--- src/hdl/acs_pkg.sv ---
// Constants, types and helpers shared by the calibration scheduler
package acs_pkg;

  // ------------------------------------------------------------
  // Time base
  // ------------------------------------------------------------
  localparam int     CNT_W     = 33;
  localparam longint CLK_HZ    = 50_000_000;
  localparam longint MS_PER_S  = 1000;
  localparam longint POWERUP_MS = 200;
  localparam longint DELAY_MS  = 2000;
  localparam longint PERIOD_MS = 120_000;

  // Cycle counts derived from the times above
  localparam logic [CNT_W-1:0] POWERUP_CYC =
    CNT_W'(POWERUP_MS * CLK_HZ / MS_PER_S);
  localparam logic [CNT_W-1:0] DELAY_CYC =
    CNT_W'(DELAY_MS * CLK_HZ / MS_PER_S);
  localparam logic [CNT_W-1:0] PERIOD_CYC =
    CNT_W'(PERIOD_MS * CLK_HZ / MS_PER_S);
  localparam logic [CNT_W-1:0] CNT_ONE = 33'h0_0000_0001;

  // ------------------------------------------------------------
  // Tuning, sweep and error widths
  // ------------------------------------------------------------
  localparam int FREQ_W  = 32;
  localparam int SWEEP_W = 32;
  localparam int ERR_W   = 8;
  localparam logic [FREQ_W-1:0]  MIN_CAL_FREQ_HZ = 32'h0002_49F0;
  localparam logic [SWEEP_W-1:0] LONG_SWEEP_MS   = 32'h0000_55F0;
  localparam logic [ERR_W-1:0]   ERR_NONE        = 8'h00;

  // Scheduler states
  typedef enum logic [1:0] {ST_IDLE, ST_HOLD, ST_RUN} acs_state_e;

  // Frequency high enough to calibrate at itself
  function automatic logic freq_ok(input logic [FREQ_W-1:0] f);
    freq_ok = (f >= MIN_CAL_FREQ_HZ);
  endfunction

endpackage

--- src/hdl/acs_trig_if.sv ---
// Trigger requests passed from the parameter qualifier to the scheduler
interface acs_trig_if;
  logic now_req;
  logic delay_req;
  logic abort_req;
  modport src (output now_req, output delay_req, output abort_req);
  modport dst (input now_req, input delay_req, input abort_req);
endinterface

--- src/hdl/acs_sched.sv ---
// Calibration scheduler: timing, policy, inhibits and status
//
// Notes on behaviour
// - First cycle 0.2 s after power-up, then two minutes after the last completed cycle.
// - Front-panel preset calibrates after 2 s, remote preset at once.
// - Center, manual frequency, bandwidth or impedance change triggers a cycle.
// - Front-panel changes wait 2 s, except in manual mode: immediate.
// - Remote parameter changes calibrate immediately.
// - Tuned below 150 kHz, a parameter change triggers a cycle only by aborting a running one.
// - Continuous knob changes of manual frequency trigger nothing outside a cycle; during one they abort it.
// - Forced calibration accepted any time and starts a cycle.
// - In-progress indication shown while a cycle runs.
// - Failure sounds beeper and shows numbered error code.
// - Calibrate at tuned frequency, or 150 kHz when tuned lower.
// - Reference source into terminated input, dummy load across it.
// - Always calibrate via terminated input, whatever input selected.
// - Remote entries refused during a cycle; front panel still accepted.
// - Front-panel parameter change during a cycle aborts it; new one 2 s later.
// - Running cycle inhibits measurement, auto functions, halts sweep.
// - Periodic cycle waits for sweep end unless sweep >= 22 s.
// - Normal cycle waits while noise-level calculation runs.
// - Disable/enable command; disabled due cycles show disabled indication.
// - Video and IF outputs held full-scale during a cycle.
module acs_sched #(
  parameter logic [acs_pkg::CNT_W-1:0] POWERUP_CYC = acs_pkg::POWERUP_CYC,
  parameter logic [acs_pkg::CNT_W-1:0] DELAY_CYC   = acs_pkg::DELAY_CYC,
  parameter logic [acs_pkg::CNT_W-1:0] PERIOD_CYC  = acs_pkg::PERIOD_CYC
) (
  // Clock and reset
  input  logic                        core_clk,
  input  logic                        srst,
  // Operator and controller commands
  input  logic                        preset_front,
  input  logic                        preset_remote,
  input  logic                        force_cal,
  input  logic                        cal_disable,
  input  logic                        cal_enable,
  input  logic                        remote_entry,
  // Tuning parameter changes
  input  logic                        param_change,
  input  logic                        param_remote,
  input  logic                        param_knob,
  input  logic                        manual_mode,
  input  logic [acs_pkg::FREQ_W-1:0]  tuned_freq,
  // Measurement state
  input  logic                        sweep_active,
  input  logic [acs_pkg::SWEEP_W-1:0] sweep_time_ms,
  input  logic                        noise_busy,
  // Calibration engine
  input  logic                        cal_done,
  input  logic                        cal_fail,
  input  logic [acs_pkg::ERR_W-1:0]   cal_err_code,
  output logic                        cal_start,
  output logic                        cal_abort,
  output logic [acs_pkg::FREQ_W-1:0]  cal_freq,
  // Input path switching
  output logic                        ref_to_term,
  output logic                        dummy_load_on,
  // Inhibits and analog outputs
  output logic                        meas_inhibit,
  output logic                        sweep_halt,
  output logic                        video_full_scale,
  output logic                        if_full_scale,
  // Remote entry answer
  output logic                        remote_accept,
  output logic                        remote_refused,
  // Operator display and beeper
  output logic                        calibration_in_progress_indication,
  output logic                        cal_disabled_ind,
  output logic                        beep,
  output logic                        err_show,
  output logic [acs_pkg::ERR_W-1:0]   err_code
);
  import acs_pkg::*;

  // ------------------------------------------------------------
  // Declarations
  // ------------------------------------------------------------
  acs_state_e state_r;
  acs_state_e state_nxt;
  logic       run_r;
  logic       en_r;
  logic       due_norm_r;
  logic       due_prio_r;
  logic       force_r;
  logic       dly_norm_r;
  logic       period_exp;
  logic       dly_exp;
  logic       dly_load;
  logic       any_due;
  logic       may_run;
  logic       held;
  logic       go;
  logic       skip;
  logic       start;
  logic       done;
  logic       abort;
  logic       long_sweep;

  acs_trig_if trig_bus ();

  // ------------------------------------------------------------
  // Submodules
  // ------------------------------------------------------------
  // Parameter change qualifier
  acs_trig u_trig (
    .core_clk     (core_clk),
    .srst         (srst),
    .param_change (param_change),
    .param_remote (param_remote),
    .param_knob   (param_knob),
    .manual_mode  (manual_mode),
    .tuned_freq   (tuned_freq),
    .cal_running  (run_r),
    .trig         (trig_bus.src)
  );

  // Power-up then periodic interval timer
  acs_delay #(.INIT(POWERUP_CYC)) u_period (
    .core_clk (core_clk),
    .srst     (srst),
    .load     (period_exp || done),
    .load_val (PERIOD_CYC),
    .cancel   (1'b0),
    .expire   (period_exp),
    .active   ()
  );

  // Two-second delay for front-panel presets, front-panel changes and aborts
  assign dly_load = preset_front || trig_bus.delay_req || abort;
  acs_delay #(.INIT('0)) u_delay (
    .core_clk (core_clk),
    .srst     (srst),
    .load     (dly_load),
    .load_val (DELAY_CYC),
    .cancel   (1'b0),
    .expire   (dly_exp),
    .active   ()
  );

  // ------------------------------------------------------------
  // Scheduling decision
  // ------------------------------------------------------------
  // Hold-offs only apply to normal (periodic or front preset) cycles
  assign long_sweep = (sweep_time_ms >= LONG_SWEEP_MS);
  assign any_due    = due_norm_r || due_prio_r;
  assign may_run    = en_r || force_r;
  assign held       = due_norm_r && !due_prio_r
                      && (noise_busy
                          || (sweep_active && !long_sweep));
  assign go         = any_due && may_run && !held;
  assign skip       = any_due && !may_run;
  assign start      = !run_r && go;
  assign done       = run_r && cal_done;
  assign abort      = run_r && trig_bus.abort_req;

  // Next state
  always_comb begin
    state_nxt = state_r;
    case (state_r)
      ST_RUN: begin
        if (done || abort) begin
          state_nxt = ST_IDLE;
        end
      end
      ST_IDLE, ST_HOLD: begin
        if (go) begin
          state_nxt = ST_RUN;
        end else if (any_due && !skip) begin
          state_nxt = ST_HOLD;
        end else begin
          state_nxt = ST_IDLE;
        end
      end
      default: begin
        state_nxt = ST_IDLE;
      end
    endcase
  end

  // State register
  always_ff @(posedge core_clk) begin
    if (srst) begin
      state_r <= ST_IDLE;
      run_r   <= 1'b0;
    end else begin
      state_r <= state_nxt;
      run_r   <= (state_nxt == ST_RUN);
    end
  end

  // ------------------------------------------------------------
  // Pending requests
  // ------------------------------------------------------------
  // Which class the delay timer will raise when it expires
  always_ff @(posedge core_clk) begin
    if (srst) begin
      dly_norm_r <= 1'b0;
    end else if (trig_bus.delay_req || abort) begin
      dly_norm_r <= 1'b0;
    end else if (preset_front) begin
      dly_norm_r <= 1'b1;
    end
  end

  // Due flags; a new request wins over a clear in the same cycle
  always_ff @(posedge core_clk) begin
    if (srst) begin
      due_norm_r <= 1'b0;
      due_prio_r <= 1'b0;
      force_r    <= 1'b0;
    end else begin
      due_norm_r <= (due_norm_r && !(start || skip || done))
                    || period_exp
                    || (dly_exp && dly_norm_r);
      due_prio_r <= (due_prio_r && !(start || skip))
                    || trig_bus.now_req
                    || preset_remote
                    || force_cal
                    || (cal_enable && !en_r)
                    || (dly_exp && !dly_norm_r);
      force_r    <= (force_r && !start) || force_cal;
    end
  end

  // Enable flag
  always_ff @(posedge core_clk) begin
    if (srst) begin
      en_r <= 1'b1;
    end else if (cal_enable) begin
      en_r <= 1'b1;
    end else if (cal_disable) begin
      en_r <= 1'b0;
    end
  end

  // ------------------------------------------------------------
  // Engine handshake and cycle outputs
  // ------------------------------------------------------------
  // Start and abort pulses, calibration frequency
  always_ff @(posedge core_clk) begin
    if (srst) begin
      cal_start <= 1'b0;
      cal_abort <= 1'b0;
      cal_freq  <= MIN_CAL_FREQ_HZ;
    end else begin
      cal_start <= start;
      cal_abort <= abort;
      if (start) begin
        cal_freq <= freq_ok(tuned_freq) ? tuned_freq
                                        : MIN_CAL_FREQ_HZ;
      end
    end
  end

  // Everything that follows the running cycle
  assign calibration_in_progress_indication = run_r;
  assign ref_to_term      = run_r;
  assign dummy_load_on    = run_r;
  assign meas_inhibit     = run_r;
  assign sweep_halt       = run_r;
  assign video_full_scale = run_r;
  assign if_full_scale    = run_r;

  // Remote entry answer
  always_ff @(posedge core_clk) begin
    if (srst) begin
      remote_accept  <= 1'b0;
      remote_refused <= 1'b0;
    end else begin
      remote_accept  <= remote_entry && !run_r;
      remote_refused <= remote_entry && run_r;
    end
  end

  // ------------------------------------------------------------
  // Operator status
  // ------------------------------------------------------------
  // Disabled indication and error report
  always_ff @(posedge core_clk) begin
    if (srst) begin
      cal_disabled_ind <= 1'b0;
      beep             <= 1'b0;
      err_show         <= 1'b0;
      err_code         <= ERR_NONE;
    end else begin
      beep <= done && cal_fail;
      if (skip) begin
        cal_disabled_ind <= 1'b1;
      end else if (start || cal_enable) begin
        cal_disabled_ind <= 1'b0;
      end
      if (done) begin
        err_show <= cal_fail;
        if (cal_fail) begin
          err_code <= cal_err_code;
        end
      end
    end
  end
endmodule

--- src/hdl/acs_delay.sv ---
// One-shot countdown timer with a registered expiry pulse
module acs_delay #(
  parameter logic [acs_pkg::CNT_W-1:0] INIT = '0
) (
  // Clock and reset
  input  logic                      core_clk,
  input  logic                      srst,
  // Control
  input  logic                      load,
  input  logic [acs_pkg::CNT_W-1:0] load_val,
  input  logic                      cancel,
  // Status
  output logic                      expire,
  output logic                      active
);
  import acs_pkg::*;

  logic [CNT_W-1:0] cnt_r;

  // Count down, pulse on reaching the end
  always_ff @(posedge core_clk) begin
    if (srst) begin
      cnt_r  <= INIT;
      active <= (INIT != '0);
      expire <= 1'b0;
    end else begin
      expire <= 1'b0;
      if (load) begin
        cnt_r  <= load_val;
        active <= 1'b1;
      end else if (cancel) begin
        active <= 1'b0;
      end else if (active) begin
        if (cnt_r <= CNT_ONE) begin
          active <= 1'b0;
          expire <= 1'b1;
        end else begin
          cnt_r <= cnt_r - CNT_ONE;
        end
      end
    end
  end

endmodule

--- src/hdl/acs_trig.sv ---
// Qualifies tuning parameter changes into calibration requests
module acs_trig (
  // Clock and reset
  input  logic                       core_clk,
  input  logic                       srst,
  // Parameter change event
  input  logic                       param_change,
  input  logic                       param_remote,
  input  logic                       param_knob,
  input  logic                       manual_mode,
  input  logic [acs_pkg::FREQ_W-1:0] tuned_freq,
  input  logic                       cal_running,
  // Requests to the scheduler
  acs_trig_if.src                    trig
);
  import acs_pkg::*;

  logic taken;
  logic trig_ok;
  logic now_c;

  // Remote changes are refused while a cycle runs
  assign taken   = param_change && !(param_remote && cal_running);
  assign trig_ok = taken && !param_knob
                   && freq_ok(tuned_freq);
  assign now_c   = trig_ok && !cal_running
                   && (param_remote || manual_mode);

  // Registered requests
  always_ff @(posedge core_clk) begin
    if (srst) begin
      trig.now_req   <= 1'b0;
      trig.delay_req <= 1'b0;
      trig.abort_req <= 1'b0;
    end else begin
      trig.now_req   <= now_c;
      trig.delay_req <= trig_ok && !now_c;
      trig.abort_req <= taken && cal_running;
    end
  end
endmodule

--- config.mk ---
export PLATFORM = sky130hd
export DESIGN_NAME = acs_sched
export DESIGN_NICKNAME = d
export VERILOG_FILES = /design/src/hdl/acs_pkg.sv /design/src/hdl/acs_trig_if.sv /design/src/hdl/acs_sched.sv /design/src/hdl/acs_delay.sv /design/src/hdl/acs_trig.sv
export SDC_FILE = /design/constraint.sdc
export NUM_CORES = 1
export LEC_CHECK = 0
export ABC_AREA = 1
export BUFFER_PORTS_ARGS = -buffer_cell sky130_fd_sc_hd__buf_2
export CAP_MARGIN = 40
export CORE_ASPECT_RATIO = 0.7
export CORE_UTILIZATION = 25
export CTS_CLUSTER_DIAMETER = 60
export DETAILED_ROUTE_END_ITERATION = 8
export PLACE_DENSITY = 0.51
export SLEW_MARGIN = 20
export SYNTH_ARGS = -nofsm -noshare
export SYNTH_HDL_FRONTEND = slang
export SYNTH_SLANG_ARGS = --single-unit
--- constraint.sdc ---
create_clock -name core_clk -period 2.7 [get_ports core_clk]
set_input_delay 0.27 -clock core_clk [delete_from_list [all_inputs] [get_ports core_clk]]
set_output_delay 0.27 -clock core_clk [all_outputs]
set_load 0.02 [all_outputs]
After elaboration in Yosys (flattened, before gate mapping)
Cells that the tools add are included.
Widths: inputs -> output; s select.
Cells by class
  $add $sub $neg: 2
  order comparisons: 4
  equal/unequal tests: 5
  mux-type cells: 20
  bitwise gates (word level): 4
  reduce and logical (&&, ||, !) cells: 77
Operator list (number)
  $mux 33: 3
  $mux 27: 3
  $le 33x1->1 const B: 2
  $sub 33x1->33 const B: 2
  $ge 32x15->1 const B: 1
  $ge 32x18->1 const B: 1
  $mux 32: 1
  $logic_and 1x1->1: 27
  $logic_or 1x1->1: 20
  $logic_not 1->1: 14
  $mux 1: 10
  $reduce_and 2->1: 5
  $reduce_or 2->1: 5
  $reduce_bool 2->1: 3
  $reduce_or 3->1: 2
  $eq 2x2->1 const B: 2
  $mux 2: 2
  $not 1->1: 4
  $pmux 2 s2: 1
  $eq 2x1->1 const B: 1
  $logic_not 2->1: 1
  $ne 2x1->1 const B: 1
  $ne 2x2->1 const B: 1
Storage, ports and cells
  flip-flop bits (word level): 128
  bits of input ports: 88
  output and inout port bits: 54
  word-level logic and storage cells: 139

Longest topological paths before layout
  depth in word-level cells: 16
  gate-level depth with buffers: 14
  gate-level depth less buffers: 13

Cells and area by module
Synthesis repeated with hierarchy kept, for this count alone.
Unflattened totals
  cells, all modules: 1280
  area, all modules: 8055.2 um2
Modules (own cells, without submodules)
  acs_delay (u_delay): instances 1, cells each 457, area each 2746.4 um2, sequential area each 700.7 um2
  acs_delay (u_period): instances 1, cells each 444, area each 2598.7 um2, sequential area each 700.7 um2
  acs_sched: instances 1, cells each 335, area each 2457.4 um2, sequential area each 1101.1 um2
  acs_trig: instances 1, cells each 44, area each 252.7 um2, sequential area each 60.1 um2

Least setup slack after synthesis
No wires, ideal clock.
  path kind: reg-to-reg
  start point: reg u_delay.cnt_r[0]
  end point: reg u_delay.cnt_r[32]
  setup time: 128 ps
  arrival: 1562 ps
  required time: 2572 ps
  path slack: 1010 ps
  cell stages (with the launch flop): 11
  path buffers: 0
  period minus slack after synthesis: 1690 ps
  path through: dfxtp_1 inv_1 ha_1 nand2_1 nor2_1 nand2_1 nor2_1 xor2_1 nor2_1 a21oi_1 nor2_1
Between the ends
  longest elaborated chain between the ends: 3
  elaborated cells on any way between the ends: 4
  classes of those cells: add/sub (1); order compare (1); bitwise (1); reduce/logical (1)
RTL lines
  start, declared: line acs_delay.sv:18  | logic [CNT_W-1:0] cnt_r;
  start signal, assigned: line acs_delay.sv:29  | cnt_r <= load_val;
  start signal, assigned: line acs_delay.sv:38  | cnt_r <= cnt_r - CNT_ONE;
  $le 33x1->1: line acs_delay.sv:34  | if (cnt_r <= CNT_ONE) begin
  $not 1->1 (no source line)
  $reduce_and 2->1 (no source line)
Several ways; a longest one is shown, not always the timed one.
A chain may end at the register's enable or synchronous reset.

Worst setup path in the final report
Ends and elaborated chain as after synthesis.

==> reports/qor.csv <==
metric,value,unit
DRT antenna net count,0,
clock-pin transition on the worst setup and hold timing paths,0.06,ns
gr usage total,15.27,%
largest family of logic cells by synthesized area,simple AND/OR/NAND/NOR gates,
final net count,1307,
maximum fanout along the worst path,6,
fraction of layout instances using a drive strength above 1,16.86,%
Max Cap Violations,0,
"share of synthesized cell area in and, or, nand and nor gates",40.39,%
Max Clk Rate,463.3,MHz
final design instance area without fill,8538,um^2
post-route setup TNS,0,ns
path depth of the worst reg2reg path,10,
TritonCTS buffer count,17,
Slowest Stage Delay on Critical Path,0.36,ns
count of endpoints failing hold in the final timing report,0,
unrepaired setup endpoints after global routing,no,
maximum clock path buffer count,2,
area of the mapped netlist,6895,um^2
final count of negative-setup-slack endpoints,0,
post-synth cell types,36,
final critical-path share of the clock period,79.94,%
hold bufs inserted after CTS,0,
synthesized-area fraction occupied by xor and xnor cells,4.319,%
adder and majority gate portion of the synthesized area,0.7258,%
Worst VDD drop,0.4633,mV
die area,28260,um^2
sum of routed wire length over all layers,20960,um
library cell contributing the largest single delay on the critical path,sky130_fd_sc_hd__nor2_1,
Die Span X,200.5,um
Post CTS Setup Buffer Count,0,
area of the placeable core,26900,um^2
DRC violations left,0,
Yosys Warn Count,0,
critical path data arrival time,2.47,ns
first-pass iteration count of the detailed router,5,
kind of start point of the critical path,flop,
asr flop ratio synth,0,%
power density over the cells,653.6,nW/um^2
synthesized flop and latch total,128,
syn_area_per_cell,6.349,um^2
HPWL after detailed placement,16150,um
post-synthesis sequential area ratio,37.16,%
total I/O pin count,142,
DP Area,7933,um^2
Post-synth top flop,sky130_fd_sc_hd__dfxtp_1,
maximum number of pins on one net before global-route repair,38,
post-synth net total,1178,
worst hold slack across all endpoints,0.04050,ns
overall power,5.581,mW
number of global-route vias before repair,6534,
most frequent cell on the critical path,sky130_fd_sc_hd__nor2_1,
Initial Utilization,25.63,%
Die Y,141.0,um
CP cell instances,inv_1 -> ha_1 -> nand2_1 -> nor2_1 -> nand2_1 -> nor2_1 -> xor2_1 -> nor2_1 -> a21oi_1 -> nor2_1,
post-synthesis instance total,1086,
wire length of the first global-routing pass,34180,um
minimum clock period,2.158,ns
element type at the critical path end,flop,
Resized cells post-CTS,0,
overall via count from detail_route,7059,
type of the worst setup path,flop to flop,
kind of path behind the tightest hold check,input pin to flop,
CTS HTree Levels,4,
Worst Hold Path Cells,2,
placer's final routability congestion estimate,0.9553,
multiplexer share of the synthesized area,0,%
# port buffers,137,
number of synthesized flops with an enable pin,0,
initial antenna violation count,1,
area fraction in compound gates after synthesis,10.23,%
vias per cell,4.431,
Tightest Pin Transition,0.6159,ns
Cell Rows,50,
clock sinks,128,
CTS tree,done,
final routed wire length divided by cell count,13.16,um
Worst Path Required,3.01,ns
number of DRC markers after the initial detailed-route iteration,449,
headroom to the max-slew limit,58.89,%
result of the run,completed,
final-report max-slew violation count,0,
clock latency on the worst-skew pair,0.43,ns
P_leak,3.873,nW
layout-stage area growth over the synthesis result,23.83,%
Max Clock Skew,0.01101,ns
total grt overflow,0,
clock root buffer,sky130_fd_sc_hd__clkbuf_16,
metrics by stage:
step,instances,setup WS [ns],utilization [%]
3_3_place_gp,1560,0.5652,29.49
4_1_cts,1592,0.4886,31.73
3_5_place_dp,1560,0.5160,29.49
2_1_floorplan,1086,1.010,-
6_report,1593,0.5417,31.74
5_1_grt,1593,0.3387,31.74
logic make-up after synthesis:
group	count (synthesis)
compound gates	133
xor+xnor	34
fa+ha+maj	4
buf+inv	116
flops	128
simple gates	671
worst paths after layout:
check,start,end,slack (ns)
setup / recovery,u_delay.cnt_r[0],u_delay.cnt_r[32],0.54
hold / removal,param_remote,u_trig.trig.abort_req,0.04
setup reg to reg,u_delay.cnt_r[0],u_delay.cnt_r[32],0.54
hold reg to reg,state_r[1],state_r[0],0.45
power by group:
| part | internal [mW] | total, mW | switching [mW] |
|---|---|---|---|
| clock network | 1.43 | 2.36 | 0.935 |
| registers | 2.02 | 2.15 | 0.128 |
| logic | 0.360 | 1.07 | 0.708 |
| total | 3.81 | 5.58 | 1.77 |
registers in the layout, summed over array words and instances (netlist names), 2 cells and up:
| signal | cells |
|---|---|
| u_delay.cnt_r | 33 |
| u_period.cnt_r | 33 |
| cal_freq | 32 |
| state_r | 2 |
| err_code | 8 |
area by class of cell:
type	count	area, um^2
repair buffers	152	798.3
well taps	364	455.4
clock buffers	19	452.9
multi-input cells	842	3839
diodes	1	2.502
flip-flops and latches	128	2562
clock inverters	13	150.1
fillers	2990	18360
inverters	74	277.8
cell usage after synthesis (all sizes together) (2+ instances only):
| cell type | count | share of area, % |
|---|---|---|
| nand3b | 3 | 0.33 |
| clkbuf | 18 | 0.98 |
| a21oi | 90 | 6.7 |
| o211ai | 5 | 0.54 |
| nor3 | 14 | 1.0 |
| buf | 24 | 2.2 |
| dfxtp | 128 | 37 |
| inv | 73 | 4.0 |
| ha | 4 | 0.73 |
| o21ai | 31 | 2.2 |
| nand3 | 72 | 5.3 |
| nor4 | 7 | 0.64 |
| or2 | 2 | 0.18 |
| nand2 | 287 | 16 |
| nor2 | 263 | 15 |
| xor2 | 23 | 2.9 |
| nand4 | 22 | 2.0 |
| xnor2 | 11 | 1.4 |
| o21bai | 3 | 0.33 |
worst max-delay path: cells and delay by family (launching register included):
family / cells / cell delay, ns
AO/OA/AOI/OAI: 1 / 0.12
AND/OR/NAND/NOR: 6 / 0.96
buffers and inverters: 1 / 0.13
XOR/XNOR: 1 / 0.15
adder cells (fa/ha/maj): 1 / 0.31
flip-flops: 1 / 0.35
routing by layer:
metal	share of wire [%]	routed length (um)	vias to the layer above	track usage, %
met1	53	11110	3107	21.87
met5	0	0	-	0
li1	-	-	3736	-
met3	8.2	1718	16	5.617
met4	1.2	250	0	3.978
met2	38	7880	200	21.16
cell usage in the layout (no fill, tap or decap), types with 2 or more instances in the layout:
cell type                   Yosys  layout
sky130_fd_sc_hd__clkbuf_8       0       2
sky130_fd_sc_hd__bufinv_16      0       2
sky130_fd_sc_hd__inv_1         69      69
sky130_fd_sc_hd__nor4_1         7       7
sky130_fd_sc_hd__o21bai_1       3       3
sky130_fd_sc_hd__nand3_1       71      71
sky130_fd_sc_hd__clkinv_2       0       2
sky130_fd_sc_hd__o211ai_1       5       5
sky130_fd_sc_hd__inv_2          4       4
sky130_fd_sc_hd__clkinv_4       0       2
sky130_fd_sc_hd__ha_1           4       4
sky130_fd_sc_hd__nor2_1       254     254
sky130_fd_sc_hd__nand2_2        4       4
sky130_fd_sc_hd__a21oi_1       87      87
sky130_fd_sc_hd__nor2_4         3       3
sky130_fd_sc_hd__o21ai_0       30      30
sky130_fd_sc_hd__nor3_1        14      14
sky130_fd_sc_hd__inv_6          0       5
sky130_fd_sc_hd__dfxtp_1      128     128
sky130_fd_sc_hd__nand2_1      281     281
sky130_fd_sc_hd__xnor2_1       11      11
sky130_fd_sc_hd__xor2_1        23      23
sky130_fd_sc_hd__clkbuf_16      0      17
sky130_fd_sc_hd__buf_4          8      15
sky130_fd_sc_hd__nor2_2         6       6
sky130_fd_sc_hd__a21oi_2        3       3
sky130_fd_sc_hd__nand2_4        2       2
sky130_fd_sc_hd__nand4_1       22      22
sky130_fd_sc_hd__nand3b_1       3       3
sky130_fd_sc_hd__or2_1          2       2
sky130_fd_sc_hd__buf_2         11     137
Note: power is estimated with default switching activity, not from simulation.
